$ cat src/core/overrange_clock_out_select_regs.vh
// Constants for the over-range and auxiliary clock pin multiplexer.
// Assumes inclusion by bare name from the core design files.
`ifndef OVERRANGE_CLOCK_OUT_SELECT_REGS_VH
`define OVERRANGE_CLOCK_OUT_SELECT_REGS_VH
`define CLKSEL_OFF 2'h0
`define CLKSEL_COPY 2'h1
`define CLKSEL_DIV2 2'h2
`define CLKSEL_DIV4 2'h3
`define VARIANT_QUAD 2'h0
`define VARIANT_DUAL 2'h1
`define VARIANT_SINGLE 2'h2
`define THRESHOLD_RESET 12'hFFF
`define PULSE_LEN_RESET 8'h01
`endif

$ cat src/core/overrange_clock_out_select.v
// Top of the over-range status and auxiliary clock pin multiplexer.
// Assumes pin inputs are asynchronous; sample and setting inputs come from core_clk logic.
// How it works
// - Each status output goes high when its channel input exceeds the threshold.
// - Each over-range pulse stays high at least the programmed minimum length.
// - Channel C and D detection exists only in the four-channel variant.
// - Channel B output is used in four and two channel variants only.
// - Clocks on C and D pins need PLL enable high plus configuration.
// - With configuration zero and override off, C and D carry over-range flags.
// - Channel C clock field: 1 copy, 2 divide by two, 3 divide by four.
// - Channel C clock runs only once selected, with PLL enabled and not powered down.
// - Channel D gives an undivided copy when either configuration bit is set.
// - Divided channel D clocks come only from the software override.
// - Channel D clocks only while channel C is clocking.
// - Power-down stops the reference output and both auxiliary clocks.
// - PLL enable high runs the PLL; low disables and bypasses it.
`timescale 1ns/1ns
`default_nettype none
`include "overrange_clock_out_select_regs.vh"
module overrange_clock_out_select #(
  parameter DW = 12,
  parameter LW = 8,
  parameter [1:0] VARIANT = `VARIANT_QUAD
) (
  input wire core_clk,
  input wire nrst,
  input wire pllEnablePin,
  input wire power_down_pin,
  input wire [1:0] aux_clock_config,
  input wire overrideEnable,
  input wire [1:0] overrideSelC,
  input wire [1:0] overrideSelD,
  input wire refTick,
  input wire [DW-1:0] sampleMagA,
  input wire [DW-1:0] sampleMagB,
  input wire [DW-1:0] sampleMagC,
  input wire [DW-1:0] sampleMagD,
  input wire [DW-1:0] overrange_threshold,
  input wire [LW-1:0] overrange_min_pulse_len,
  output reg overrange_out_ch_a,
  output reg overrange_out_ch_b,
  output reg overrange_or_clk_out_ch_c,
  output reg overrange_or_clk_out_ch_d,
  output reg pll_reference_clock_out,
  output reg pllRunning,
  output reg pllBypass
);
  reg rst1_ff;
  reg rstN_ff;
  always @(posedge core_clk or negedge nrst) begin
    if (!nrst) begin
      rst1_ff <= 1'b0;
      rstN_ff <= 1'b0;
    end else begin
      rst1_ff <= 1'b1;
      rstN_ff <= rst1_ff;
    end
  end

  // Pins are asynchronous, so each passes two flops before use.
  reg [3:0] pinSync1_ff;
  reg [3:0] pinSync2_ff;
  always @(posedge core_clk or negedge rstN_ff) begin
    if (!rstN_ff) begin
      pinSync1_ff <= 4'h0;
      pinSync2_ff <= 4'h0;
    end else begin
      pinSync1_ff <= {pllEnablePin, power_down_pin, aux_clock_config};
      pinSync2_ff <= pinSync1_ff;
    end
  end
  wire pllEn = pinSync2_ff[3];
  wire pwrDown = pinSync2_ff[2];
  wire [1:0] cfgPins = pinSync2_ff[1:0];

  wire [3:0] chanEnable;
  assign chanEnable[0] = 1'b1;
  assign chanEnable[1] = (VARIANT != `VARIANT_SINGLE);
  assign chanEnable[2] = (VARIANT == `VARIANT_QUAD);
  assign chanEnable[3] = (VARIANT == `VARIANT_QUAD);
  wire [4*DW-1:0] samples = {sampleMagD, sampleMagC, sampleMagB, sampleMagA};
  wire [3:0] flags;
  genvar g;
  generate
    for (g = 0; g < 4; g = g + 1) begin : chan
      overrange_detector #(.DW(DW), .LW(LW)) det (
        .clk(core_clk),
        .rstN(rstN_ff),
        .enable(chanEnable[g]),
        .sampleMag(samples[g*DW +: DW]),
        .threshold(overrange_threshold),
        .minPulseLen(overrange_min_pulse_len),
        .flag_ff(flags[g])
      );
    end
  endgenerate

  wire clocksAllowed = pllEn && !pwrDown;
  wire refClk;
  wire div2;
  wire div4;
  ref_clock_divider divider (
    .clk(core_clk),
    .rstN(rstN_ff),
    .run(clocksAllowed),
    .refTick(refTick),
    .refClk_ff(refClk),
    .div2_ff(div2),
    .div4_ff(div4)
  );

  // Pins give only the undivided copy on D; divided D needs the override.
  wire [1:0] selC = overrideEnable ? overrideSelC : cfgPins;
  wire [1:0] selDraw = overrideEnable ? overrideSelD :
    ((cfgPins != `CLKSEL_OFF) ? `CLKSEL_COPY : `CLKSEL_OFF);
  wire clkOnC = clocksAllowed && (selC != `CLKSEL_OFF);
  wire [1:0] selD = clkOnC ? selDraw : `CLKSEL_OFF;
  wire clkOnD = clocksAllowed && (selD != `CLKSEL_OFF);

  function pickClk;
    input [1:0] sel;
    input r;
    input d2;
    input d4;
    begin
      if (sel == `CLKSEL_COPY) begin
        pickClk = r;
      end else if (sel == `CLKSEL_DIV2) begin
        pickClk = d2;
      end else if (sel == `CLKSEL_DIV4) begin
        pickClk = d4;
      end else begin
        pickClk = 1'b0;
      end
    end
  endfunction

  always @(posedge core_clk or negedge rstN_ff) begin
    if (!rstN_ff) begin
      overrange_out_ch_a <= 1'b0;
      overrange_out_ch_b <= 1'b0;
      overrange_or_clk_out_ch_c <= 1'b0;
      overrange_or_clk_out_ch_d <= 1'b0;
      pll_reference_clock_out <= 1'b0;
      pllRunning <= 1'b0;
      pllBypass <= 1'b1;
    end else begin
      overrange_out_ch_a <= flags[0];
      overrange_out_ch_b <= flags[1];
      overrange_or_clk_out_ch_c <= clkOnC ? pickClk(selC, refClk, div2, div4) :
        flags[2];
      overrange_or_clk_out_ch_d <= clkOnD ? pickClk(selD, refClk, div2, div4) :
        flags[3];
      pll_reference_clock_out <= clocksAllowed ? refClk : 1'b0;
      pllRunning <= pllEn;
      pllBypass <= !pllEn;
    end
  end
endmodule
`default_nettype wire

$ cat src/core/overrange_detector.v
// One channel over-range detector with minimum pulse stretch.
// Assumes samples and settings come from logic on the same clock.
`timescale 1ns/1ns
`default_nettype none
module overrange_detector #(
  parameter DW = 12,
  parameter LW = 8
) (
  input wire clk,
  input wire rstN,
  input wire enable,
  input wire [DW-1:0] sampleMag,
  input wire [DW-1:0] threshold,
  input wire [LW-1:0] minPulseLen,
  output reg flag_ff
);
  reg [LW-1:0] holdCnt_ff;
  reg [LW-1:0] nxt_holdCnt;
  reg nxt_flag;
  wire above = enable && (sampleMag > threshold);
  always @* begin
    nxt_holdCnt = holdCnt_ff;
    nxt_flag = flag_ff;
    if (above) begin
      nxt_flag = 1'b1;
      nxt_holdCnt = minPulseLen;
    end else if (holdCnt_ff > 1) begin
      nxt_holdCnt = holdCnt_ff - 1'b1;
    end else begin
      nxt_holdCnt = {LW{1'b0}};
      nxt_flag = 1'b0;
    end
    if (!enable) begin
      nxt_flag = 1'b0;
      nxt_holdCnt = {LW{1'b0}};
    end
  end
  always @(posedge clk or negedge rstN) begin
    if (!rstN) begin
      flag_ff <= 1'b0;
      holdCnt_ff <= {LW{1'b0}};
    end else begin
      flag_ff <= nxt_flag;
      holdCnt_ff <= nxt_holdCnt;
    end
  end
endmodule
`default_nettype wire

$ cat src/core/ref_clock_divider.v
// Reference clock divider giving divide-by-2 and divide-by-4 levels.
// Assumes an enable pulse per reference half period from the same clock.
`timescale 1ns/1ns
`default_nettype none
module ref_clock_divider (
  input wire clk,
  input wire rstN,
  input wire run,
  input wire refTick,
  output reg refClk_ff,
  output reg div2_ff,
  output reg div4_ff
);
  always @(posedge clk or negedge rstN) begin
    if (!rstN) begin
      refClk_ff <= 1'b0;
      div2_ff <= 1'b0;
      div4_ff <= 1'b0;
    end else if (!run) begin
      refClk_ff <= 1'b0;
      div2_ff <= 1'b0;
      div4_ff <= 1'b0;
    end else if (refTick) begin
      refClk_ff <= ~refClk_ff;
      if (refClk_ff) begin
        div2_ff <= ~div2_ff;
        if (div2_ff) begin
          div4_ff <= ~div4_ff;
        end
      end
    end
  end
endmodule
`default_nettype wire

$ cat config.mk
export PLATFORM = sky130hd
export DESIGN_NAME = overrange_clock_out_select
export DESIGN_NICKNAME = d
export VERILOG_FILES = /design/src/core/overrange_clock_out_select.v /design/src/core/overrange_detector.v /design/src/core/ref_clock_divider.v
export VERILOG_INCLUDE_DIRS = /design/src /design/src/core
export SDC_FILE = /design/constraint.sdc
export NUM_CORES = 1
export LEC_CHECK = 0
export ABC_AREA = 1
export BUFFER_PORTS_ARGS = -buffer_cell sky130_fd_sc_hd__buf_2
export CAP_MARGIN = 25
export CORE_UTILIZATION = 45
export CTS_CLUSTER_DIAMETER = 30
export CTS_CLUSTER_SIZE = 30
export DETAILED_ROUTE_END_ITERATION = 7
export PLACE_DENSITY = 0.68
export SYNTH_ARGS = -nofsm -noshare
export SYNTH_HDL_FRONTEND = slang
export SYNTH_SLANG_ARGS = --single-unit
$ cat constraint.sdc
create_clock -name core_clk -period 2.4 [get_ports core_clk]
set_input_delay 0.24 -clock core_clk [delete_from_list [all_inputs] [get_ports core_clk]]
set_output_delay 0.24 -clock core_clk [all_outputs]
set_load 0.005 [all_outputs]
==> results of run 1 <==
[metal layers]
layer | up-vias | routed length (um) | global-route usage, %
met5 | - | 0 | 0
met4 | 0 | 48 | 3.44
met1 | 1707 | 4190 | 26.2
li1 | 2009 | - | -
met2 | 77 | 4380 | 34.8
met3 | 6 | 385 | 3.83
[timing repair]
item | in CTS | in global routing
hold endpoints to repair | 2 | 0
buffers inserted | 0 | 0
hold buffers | 1 | 0
[cell usage in the layout, fill, tap and decap left out]
cell / Yosys / routed
a21o_1: 3 / 3
a21o_2: 1 / 1
a21oi_1: 21 / 21
a21oi_2: 1 / 1
and2_1: 4 / 4
buf_2: 0 / 86
buf_4: 0 / 2
bufinv_16: 0 / 1
clkbuf_1: 0 / 1
clkbuf_8: 0 / 5
conb_1: 1 / 1
dfrtp_1: 55 / 54
dfrtp_2: 0 / 1
dfstp_2: 1 / 1
dlygate4sd3_1: 0 / 1
ha_1: 56 / 56
inv_1: 74 / 74
inv_2: 1 / 1
inv_6: 0 / 1
nand2_1: 170 / 170
nand2_2: 5 / 5
nand2_4: 4 / 4
nand3_1: 53 / 53
nand3_2: 4 / 4
nand3_4: 4 / 4
nand4_1: 7 / 7
nor2_1: 66 / 66
nor2_2: 9 / 9
nor2_4: 2 / 2
o21ai_0: 13 / 13
o21ai_1: 3 / 3
o22ai_1: 1 / 1
xnor2_1: 4 / 4
xor2_1: 8 / 8
[sequential cells by signal, summed over array words and instances, names as in the netlist]
register / flops
pll_reference_clock_out: 1
rst1_ff: 1
chan.det.holdCnt_ff: 32
pllBypass: 1
overrange_or_clk_out_ch_d: 1
rstN_ff: 1
divider.div2_ff: 1
divider.refClk_ff: 1
overrange_or_clk_out_ch_c: 1
divider.div4_ff: 1
overrange_out_ch_a: 1
pllRunning: 1
pinSync2_ff: 4
chan.det.flag_ff: 4
pinSync1_ff: 4
overrange_out_ch_b: 1
[cell families after synthesis]
group                      count (synthesis)  share of synthesized area, %
AOI/OAI and AO/OA                         43                          5.50
xor gates and xnor gates                  12                          2.50
adders and majority gates                 56                          16.6
buffers and inverters                     75                          6.69
DFF                                       56                          33.3
other                                      1                        0.0891
and+or+nand+nor                          328                          35.3
[path summary, 6_finish.rpt]
kind,cells past startpoint,start,endpoint,slack [ns]
min reg2reg,0,pinSync1_ff[3]$_DFF_PN0_,pinSync2_ff[3]$_DFF_PN0_,0.36
max,7,chan[2].det.holdCnt_ff[0]$_DFF_PN0_,chan[2].det.holdCnt_ff[6]$_DFF_PN0_,0.83
min in group asynchronous,2,nrst,rst1_ff$_DFF_PN0_,0.23
max in group asynchronous,1,rstN_ff$_DFF_PN0_,chan[0].det.holdCnt_ff[7]$_DFF_PN0_,1.35
max reg2reg,7,chan[2].det.holdCnt_ff[0]$_DFF_PN0_,chan[2].det.holdCnt_ff[6]$_DFF_PN0_,0.83
min,1,pllEnablePin,pinSync1_ff[3]$_DFF_PN0_,0.03
[layout make-up]
type                       instances  area, um^2  area share (%)
timing repair buffer              89         455            9.27
multi-input combinational        440        2530            51.4
clock inverter                     2        38.8           0.789
tap                              108         135            2.75
inverter                          75         282            5.73
clock buffer                       6        72.6            1.48
sequential                        56        1400            28.6
[worst max-delay path, delay by kind of cell, from the launching register on]
| family | cells | cell delay, ns |
|---|---|---|
| flops | 1 | 0.43 |
| simple gates | 4 | 0.36 |
| compound gates | 1 | 0.39 |
| fa+ha+maj | 1 | 0.20 |
| buf+inv | 1 | 0.09 |
[power breakdown]
| group | total [mW] | leakage [nW] | switching, mW | internal [mW] |
|---|---|---|---|---|
| logic | 1.46 | 2.04 | 0.871 | 0.589 |
| clock network | 0.621 | 0.0558 | 0.305 | 0.316 |
| registers | 1.40 | 0.653 | 0.203 | 1.19 |
[stage by stage]
step           setup slack [ns]  cell area (um^2)  hold slack (ns)
6_report                  0.833              4910           0.0301
5_1_grt                   0.597              4910          0.00155
4_1_cts                   0.844              4910           0.0145
3_5_place_dp              0.692              4790           0.0308
3_3_place_gp              0.729              4790           0.0287
2_1_floorplan             0.727              4210          -0.0556
==> impl_metrics.py, run 1 <==
metrics = {
    "global_route": {
        "grt_antenna_before_repair": 0,
        "grt_pass1_vias": 3661,
        "grt.total_usage_pct": 20.0,
        "grt_max_degree": 42,
        "grt_pass1_wl_um": 15800,
        "grt-ovfl-total": 0,
    },
    "floorplan": {
        "die_x_um": 98.7,
        "fp-row-count": 34,
        "start_util_pct": 47.4,
        "pin_count": 87,
        "die_area_um2": 9750,
        "coreArea_um2": 8890,
        "die_h_um": 98.7,
    },
    "clock_network": {
        "cts_buffer_depth": 2,
        "ctsHtreeMaxLevel": 2,
        "root_buffer": "clkbuf_8",
        "ctsResizeCount": 0,
        "clkSinkCount": 56,
        "cts_buffers": 5,
        "clock_latency_ns": 0.31,
        "clk_pin_slew_ns": 0.10,
        "cts_tree": "yes",
    },
    "critical_path": {
        "startpoint_type": "flop",
        "worst-endpoint-arrival_ns": 1.78,
        "path_cells": "inv_1, ha_1, nand3_1, a21oi_2, nor2_1, nand2_1, nand2_1",
        "path_class": "flop to flop",
        "max_stage_delay_ns": 0.43,
        "critPathSlowestCell": "dfrtp_1",
        "crit_top_cell": "nand2_1",
        "required_ns": 2.61,
        "end_kind": "flop",
        "crit_fanout": 9,
    },
    "synthesis": {
        "syn_nets": 707,
        "netlist.area_leader.share_pct": 32.7,
        "yosysWarnings": 0,
        "async_flop_share_pct": 100,
        "yosys-top-cells-area": "dfrtp_1 (33%), ha_1 (17%), nand2_1 (15%), inv_1 (6.6%), nand3_1 (6.3%)",
        "ys.flop_type": "dfrtp_1",
        "ys_ff_latch": 56,
        "post_synth_inst_count": 571,
        "syn_avg_cell_area_um2": 7.37,
        "synth_common_cells": "nand2_1 (170), inv_1 (74), nor2_1 (66)",
        "synth_area_um2": 4210,
        "synth.largest_area_cell": "dfrtp_1",
        "yosysMostFrequentCell": "nand2_1",
        "synthDistinctLibCells": 26,
        "yosysSeqAreaShare_pct": 33.3,
        "synth_edf_count": 0,
    },
    "drt": {
        "wl_per_cell_um": 11.6,
        "vias": 3799,
        "drc_errors": 0,
        "via_per_inst": 4.90,
        "drt_pass1_iterations": 4,
        "drt_wl_total_um": 9010,
        "drt-initial-drc-count": 165,
        "final_antenna_net_count": 0,
    },
    "cells_and_area": {
        "area_growth_pct": 16.7,
        "final_nets": 803,
        "antenna_cells": 0,
        "post-route-util_pct": 55.3,
        "drive_gt1_share_pct": 19.2,
        "fin_cells": 776,
        "fill_cells": 873,
    },
    "pwr": {
        "peakVddDrop_v": 0.000409,
        "p_leak_nw": 2.75,
        "power_density_nw_per_um2": 707,
        "fin_total_pwr_mw": 3.48,
    },
    "timing": {
        "rsz0062_at_grt": "false",
        "finalCritPeriodShare_pct": 65.3,
        "clock.fmax_ghz": 0.638,
        "worst_pin_slew_ns": 0.857,
        "slew_headroom_pct": 42.9,
        "min_period_ns": 1.57,
        "fin_skew_ns": 0.00679,
        "tns_ns": 0,
        "hold_viol": 0,
        "setup_viol": 0,
        "slew_viol_final": 0,
    },
    "status": {
        "status": "finished, final reports clean",
    },
    "placement": {
        "routabilityCongestion": 0.923,
        "port_buffers": 86,
        "dp_hpwl_um": 7410,
        "placed_cells_incl_taps": 767,
    },
    "min_path": {
        "hp-class": "primary input to flop",
    },
    "flow_run": {
        "max_cap_viol_count": 0,
    },
}
No activity file was read; power rests on OpenSTA's default activity.
==> run 2: changes to the inputs <==
- ABC_AREA: 1 -> 0
- PLACE_DENSITY: 0.68 -> 0.71
- clock period: 2.4 -> 1.3 ns (I/O delays scaled with it)
==> impl_metrics.py, run 2 <==
metrics = {
    "min_path": {
        "worstHoldStart": "refTick",
        "hp-class": "primary input to flop",
        "holdPathStages": 3,
    },
    "synthesis": {
        "post_synth_inst_count": 381,
        "yosysMostFrequentCell": "ha_1",
        "synth.largest_area_cell": "dfrtp_1",
        "syn_avg_cell_area_um2": 10.1,
        "ys_ff_latch": 56,
        "synthDistinctLibCells": 37,
        "yosysSeqAreaShare_pct": 36.5,
        "async_flop_share_pct": 100,
        "yosys-top-cells-area": "dfrtp_1 (36%), ha_1 (18%), mux2_2 (9.7%), nor2_1 (3.9%), inv_1 (3.2%)",
        "netlist.area_leader.share_pct": 35.9,
        "yosysWarnings": 0,
        "synth_area_um2": 3840,
        "ys.flop_type": "dfrtp_1",
        "synth_edf_count": 0,
        "synth_common_cells": "ha_1 (56), dfrtp_1 (55), nor2_1 (40)",
        "syn_nets": 517,
    },
    "critical_path": {
        "end_kind": "flop",
        "reg2reg_depth": 7,
        "worst-endpoint-arrival_ns": 1.84,
        "cp-startpoint": "overrange_threshold[3]",
        "crit_fanout": 3,
        "startpoint_type": "primary input",
        "path_class": "primary input to flop",
        "required_ns": 1.50,
        "r2r_setup_slack_ns": -0.33,
        "rr_startpoint": "chan[0].det.holdCnt_ff[0]$_DFF_PN0_",
    },
    "drt": {
        "vias": 3554,
        "wl_per_cell_um": 16.3,
        "drt-initial-drc-count": 153,
        "drt_wl_total_um": 10700,
        "final_antenna_net_count": 0,
        "via_per_inst": 5.38,
        "drt_pass1_iterations": 4,
        "drc_errors": 0,
    },
    "clock_network": {
        "cts_buffers": 5,
        "clock_latency_ns": 0.32,
        "ctsHtreeMaxLevel": 2,
        "clk_pin_slew_ns": 0.11,
        "cts_tree": "yes",
        "root_buffer": "clkbuf_8",
        "clkSinkCount": 56,
        "cts_buffer_depth": 2,
    },
    "timing": {
        "min_period_ns": 1.64,
        "hold_viol": 0,
        "clock.fmax_ghz": 0.611,
        "tns_ns": -9.86,
        "rsz0062_at_grt": "true",
        "setup_viol": 37,
        "fin_skew_ns": 0.0136,
        "finalWorstSetupSlack_ns": -0.337,
        "slew_viol_final": 0,
        "finalCritPeriodShare_pct": 126,
    },
    "cells_and_area": {
        "multiInputGateArea_um2": 2960,
        "top_register": "chan.det.holdCnt_ff",
        "layout_commonest_cell": "buf_2",
        "layout_common_cells": "buf_2 (76), buf_4 (60), dfrtp_1 (52)",
        "fill_cells": 564,
        "area_growth_pct": 56.6,
        "final_nets": 691,
        "area.sequential_um2": 1410,
        "largest_reg_flops": 32,
        "fin_area_um2": 6010,
        "drive_gt1_share_pct": 55.2,
        "antenna_cells": 0,
    },
    "status": {
        "violations": "setup timing",
        "status": "finished, violations left",
    },
    "floorplan": {
        "coreArea_um2": 8220,
        "start_util_pct": 46.7,
        "die_x_um": 94.4,
        "fp-row-count": 33,
        "die_area_um2": 8900,
        "pin_count": 87,
        "die_h_um": 94.4,
    },
    "placement": {
        "placed_area_um2": 4990,
        "port_buffers": 86,
        "routabilityCongestion": 0.838,
        "dp_slack_ns": -0.753,
        "dp_hpwl_um": 7330,
    },
    "pwr": {
        "power_density_nw_per_um2": 1320,
        "p_leak_nw": 2.70,
        "fin_total_pwr_mw": 7.95,
        "peakVddDrop_v": 0.000638,
    },
    "global_route": {
        "grt-ovfl-total": 0,
        "grt_max_degree": 55,
        "grt.total_usage_pct": 24.5,
        "grt_pass1_wl_um": 16800,
        "busiest_layer": "met2",
        "grt_antenna_before_repair": 0,
        "grt_util_met2_pct": 45.4,
        "grt_pass1_vias": 3614,
        "use_met1_pct": 29.7,
        "met3_usage_pct": 2.90,
    },
    "flow_run": {
        "max_cap_viol_count": 0,
    },
}
## run 2: cell count changes in the layout (fill, tap and decap cells not counted), sizes merged, moves of 10 or more
| cell | previous run | this run |
|---|---|---|
| buf | 88 | 163 |
| nor2 | 77 | 40 |
| mux2 | 0 | 33 |
| nand3 | 61 | 6 |
| inv | 76 | 33 |
| nor2b | 0 | 10 |
| nand2 | 179 | 17 |
| nor3 | 0 | 16 |
## run 2: logic make-up (layout without fill, tap and decap cells)
kind of cell | count (synthesis) | count (layout) | synth area share [%]
AOI/OAI and AO/OA | 59 | 59 | 11.2
and+or+nand+nor | 118 | 118 | 15.1
muxes | 42 | 42 | 12.0
DFF | 56 | 56 | 36.5
buffers and inverters | 34 | 209 | 3.36
other | 1 | 1 | 0.0977
adders and majority gates | 56 | 56 | 18.3
xor gates and xnor gates | 15 | 15 | 3.42
## run 2: area by class of cell
class / count / area share [%]
clock buffer: 5 / 1.15
clock inverter: 3 / 0.458
inverter: 33 / 2.83
multi-input combinational: 291 / 49.2
sequential: 56 / 23.4
tap: 105 / 2.19
timing repair buffer: 168 / 20.8
## run 2: metal layers
| metal | up-vias | routed length [um] |
|---|---|---|
| met5 | - | 0 |
| met4 | 0 | 232 |
| met3 | 25 | 415 |
| met2 | 106 | 5670 |
| met1 | 1720 | 4430 |
| li1 | 1703 | - |
## run 2: through the flow
| step | util [%] | hold WS (ns) | instances |
|---|---|---|---|
| 6_report | 73.1 | 0.0987 | 661 |
| 5_1_grt | 73.1 | 0.110 | 661 |
| 4_1_cts | 70.5 | 0.0893 | 654 |
| 3_5_place_dp | 60.8 | -0.0805 | 630 |
| 3_3_place_gp | 60.8 | -0.0848 | 630 |
| 2_1_floorplan | - | -0.166 | 381 |
## run 2: final timing paths
path	to
hold reg to reg	divider.div4_ff$_DFFE_PN0P_
hold / removal	divider.refClk_ff$_DFFE_PN0P_
setup / recovery	chan[2].det.holdCnt_ff[7]$_DFF_PN0_
max in group asynchronous	pllBypass$_DFF_PN1_
min in group asynchronous	rst1_ff$_DFF_PN0_
setup reg to reg	chan[0].det.holdCnt_ff[3]$_DFF_PN0_
## run 2: report_power, final
part           internal, mW  leakage [nW]  switching (mW)
combinational          2.53          2.01            1.84
sequential             2.18         0.638           0.396
clock                 0.397        0.0463           0.617
## run 2: critical path, cell delays in order
cell and delay (ns):
buf_6 0.08, clkinvlp_4 0.12, buf_6 0.16, ha_4 0.26
a21oi_1 0.06, a211o_1 0.32, a31oi_4 0.22, buf_4 0.16
mux2_2 0.33
## run 2: timing repair
action,4_1_cts,5_1_grt
hold endpoints to repair,6,0
hold buffers,5,0
endpoints found under the setup margin,38,38
resized for setup,114,46
buffers inserted,13,8
pin swaps,38,14
==> run 3: changes to the inputs <==
- ABC_AREA: 0 -> 1
- CORE_UTILIZATION: 45 -> 30
- CTS_CLUSTER_DIAMETER: 30 -> default
- PLACE_DENSITY: 0.71 -> default
==> impl_metrics.py, run 3 (synthesis gave the netlist of run 1 again) <==
metrics = {
    "min_path": {
        "hp-class": "primary input to flop",
        "hold_end": "divider.refClk_ff$_DFFE_PN0P_",
        "worstHoldStart": "refTick",
        "holdPathStages": 3,
    },
    "critical_path": {
        "crit_top_cell": "nand2_1",
        "rr_startpoint": "chan[0].det.holdCnt_ff[0]$_DFF_PN0_",
        "startpoint_type": "flop",
        "max_stage_delay_ns": 0.44,
        "crit_fanout": 3,
        "path_class": "flop to flop",
        "worst-endpoint-arrival_ns": 1.52,
        "required_ns": 1.49,
        "reg2reg_depth": 8,
        "end_kind": "flop",
        "r2r-end": "chan[0].det.holdCnt_ff[4]$_DFF_PN0_",
        "critPathSlowestCell": "dfrtp_2",
        "r2r_setup_slack_ns": -0.02,
        "path_cells": "inv_2, ha_4, buf_4, nand2_1, xor2_1, nor2_1, nand2_1, nand2_1",
    },
    "clock_network": {
        "ctsHtreeMaxLevel": 2,
        "cts_buffers": 5,
        "cts_tree": "yes",
        "clock_latency_ns": 0.29,
        "root_buffer": "clkbuf_16",
        "clkSinkCount": 56,
        "clk_pin_slew_ns": 0.07,
        "cts_buffer_depth": 2,
    },
    "flow_run": {
        "max_cap_viol_count": 0,
    },
    "drt": {
        "drc_errors": 0,
        "drt-initial-drc-count": 217,
        "drt_wl_total_um": 10200,
        "via_per_inst": 4.44,
        "final_antenna_net_count": 0,
        "drt_pass1_iterations": 4,
        "vias": 3909,
        "wl_per_cell_um": 11.6,
    },
    "timing": {
        "fin_skew_ns": 0.00474,
        "slew_viol_final": 0,
        "hold_slack_ns": 0.0834,
        "tns_ns": -0.0248,
        "finalCritPeriodShare_pct": 102,
        "finalWorstSetupSlack_ns": -0.0248,
        "min_period_ns": 1.32,
        "hold_viol": 0,
        "clock.fmax_ghz": 0.755,
        "rsz0062_at_grt": "true",
        "setup_viol": 1,
    },
    "cells_and_area": {
        "final_nets": 839,
        "top_register": "chan.det.holdCnt_ff",
        "layout_commonest_cell": "nand2_1",
        "layout_common_cells": "nand2_1 (164), buf_2 (86), inv_1 (61)",
        "post-route-util_pct": 43.0,
        "fill_cells": 1396,
        "area.sequential_um2": 1410,
        "area_growth_pct": 37.4,
        "antenna_cells": 0,
        "fin_area_um2": 5780,
        "largest_reg_flops": 32,
        "multiInputGateArea_um2": 2940,
        "drive_gt1_share_pct": 33.4,
    },
    "floorplan": {
        "die_area_um2": 14500,
        "pin_count": 87,
        "start_util_pct": 31.3,
        "die_h_um": 120,
        "coreArea_um2": 13500,
        "fp-row-count": 42,
        "die_x_um": 120,
    },
    "pwr": {
        "peakVddDrop_v": 0.000816,
        "p_leak_nw": 2.99,
        "power_density_nw_per_um2": 1440,
        "fin_total_pwr_mw": 8.34,
    },
    "placement": {
        "placed_area_um2": 5080,
        "port_buffers": 86,
        "dp_hpwl_um": 7670,
        "routabilityCongestion": 0.866,
    },
    "global_route": {
        "grt_antenna_before_repair": 0,
        "grt_pass1_wl_um": 16700,
        "grt_pass1_vias": 3750,
        "grt_max_degree": 55,
        "grt.total_usage_pct": 14.4,
        "grt-ovfl-total": 0,
    },
    "status": {
        "violations": "setup timing",
        "status": "finished, violations left",
    },
}
==> run 3: cell types whose count changed in the layout (fill, tap and decap cells not counted), sizes merged, moves of 7 or more <==
cell   change
nand2    +162
nand3     +57
buf       -46
inv       +43
nor2      +37
mux2      -33
nor3      -16
nor2b     -10
mux2i      -9
o21ai      +7
==> run 3: metrics by stage <==
step	setup WS, ns	cells
after floorplan	0.00897	571
after global placement	-0.226	860
after detailed placement	-0.262	860
after CTS	-0.00454	874
after global routing	-0.0876	880
final	-0.0248	880
==> run 3: what timing repair did <==
item	in CTS	in global routing
pin swaps	7	32
gates resized for setup	30	77
hold buffers	5	0
cloned	1	2
buffers inserted	0	5
endpoints found under the setup margin	33	35
hold endpoints to repair	6	0
==> run 3: cell type report <==
cell class / instances / share of cell area (%)
clock buffer: 6 / 2.23
clock inverter: 2 / 0.671
inverter: 75 / 4.87
multi-input combinational: 443 / 50.8
sequential: 56 / 24.3
tap: 176 / 3.81
timing repair buffer: 122 / 13.3
==> run 3: how the worst max path moves through the flow <==
stage	start	end
final	chan[0].det.holdCnt_ff[0]$_DFF_PN0_	chan[0].det.holdCnt_ff[4]$_DFF_PN0_
after global routing	chan[0].det.holdCnt_ff[0]$_DFF_PN0_	chan[0].det.holdCnt_ff[4]$_DFF_PN0_
after CTS	chan[0].det.holdCnt_ff[0]$_DFF_PN0_	chan[0].det.holdCnt_ff[6]$_DFF_PN0_
after detailed placement	overrange_threshold[7]	chan[1].det.holdCnt_ff[6]$_DFF_PN0_
after global placement	overrange_threshold[9]	chan[2].det.flag_ff$_DFFE_PN0P_
after floorplan	chan[2].det.holdCnt_ff[0]$_DFF_PN0_	chan[2].det.holdCnt_ff[4]$_DFF_PN0_
==> run 3: power breakdown <==
part | switching, mW | internal [mW] | total [mW]
combinational | 2.25 | 1.89 | 4.14
clock | 0.631 | 0.918 | 1.55
sequential | 0.436 | 2.21 | 2.65
total | 3.32 | 5.02 | 8.34
==> run 3: worst max-delay path: cells and delay by family, from the launching register on <==
family / cells / cell delay, ns
simple gates: 4 / 0.24
fa+ha+maj: 1 / 0.17
xor+xnor: 1 / 0.16
flops: 1 / 0.44
buf+inv: 2 / 0.21
==> run 3: per-layer routing <==
layer  up-vias  GRT usage, %  share of wire, %
li1       2089             -                 -
met1      1708          19.7                49
met2       100          23.2                45
met3        12          2.59               4.7
met4         0          3.86               1.5
met5         -             0                 0
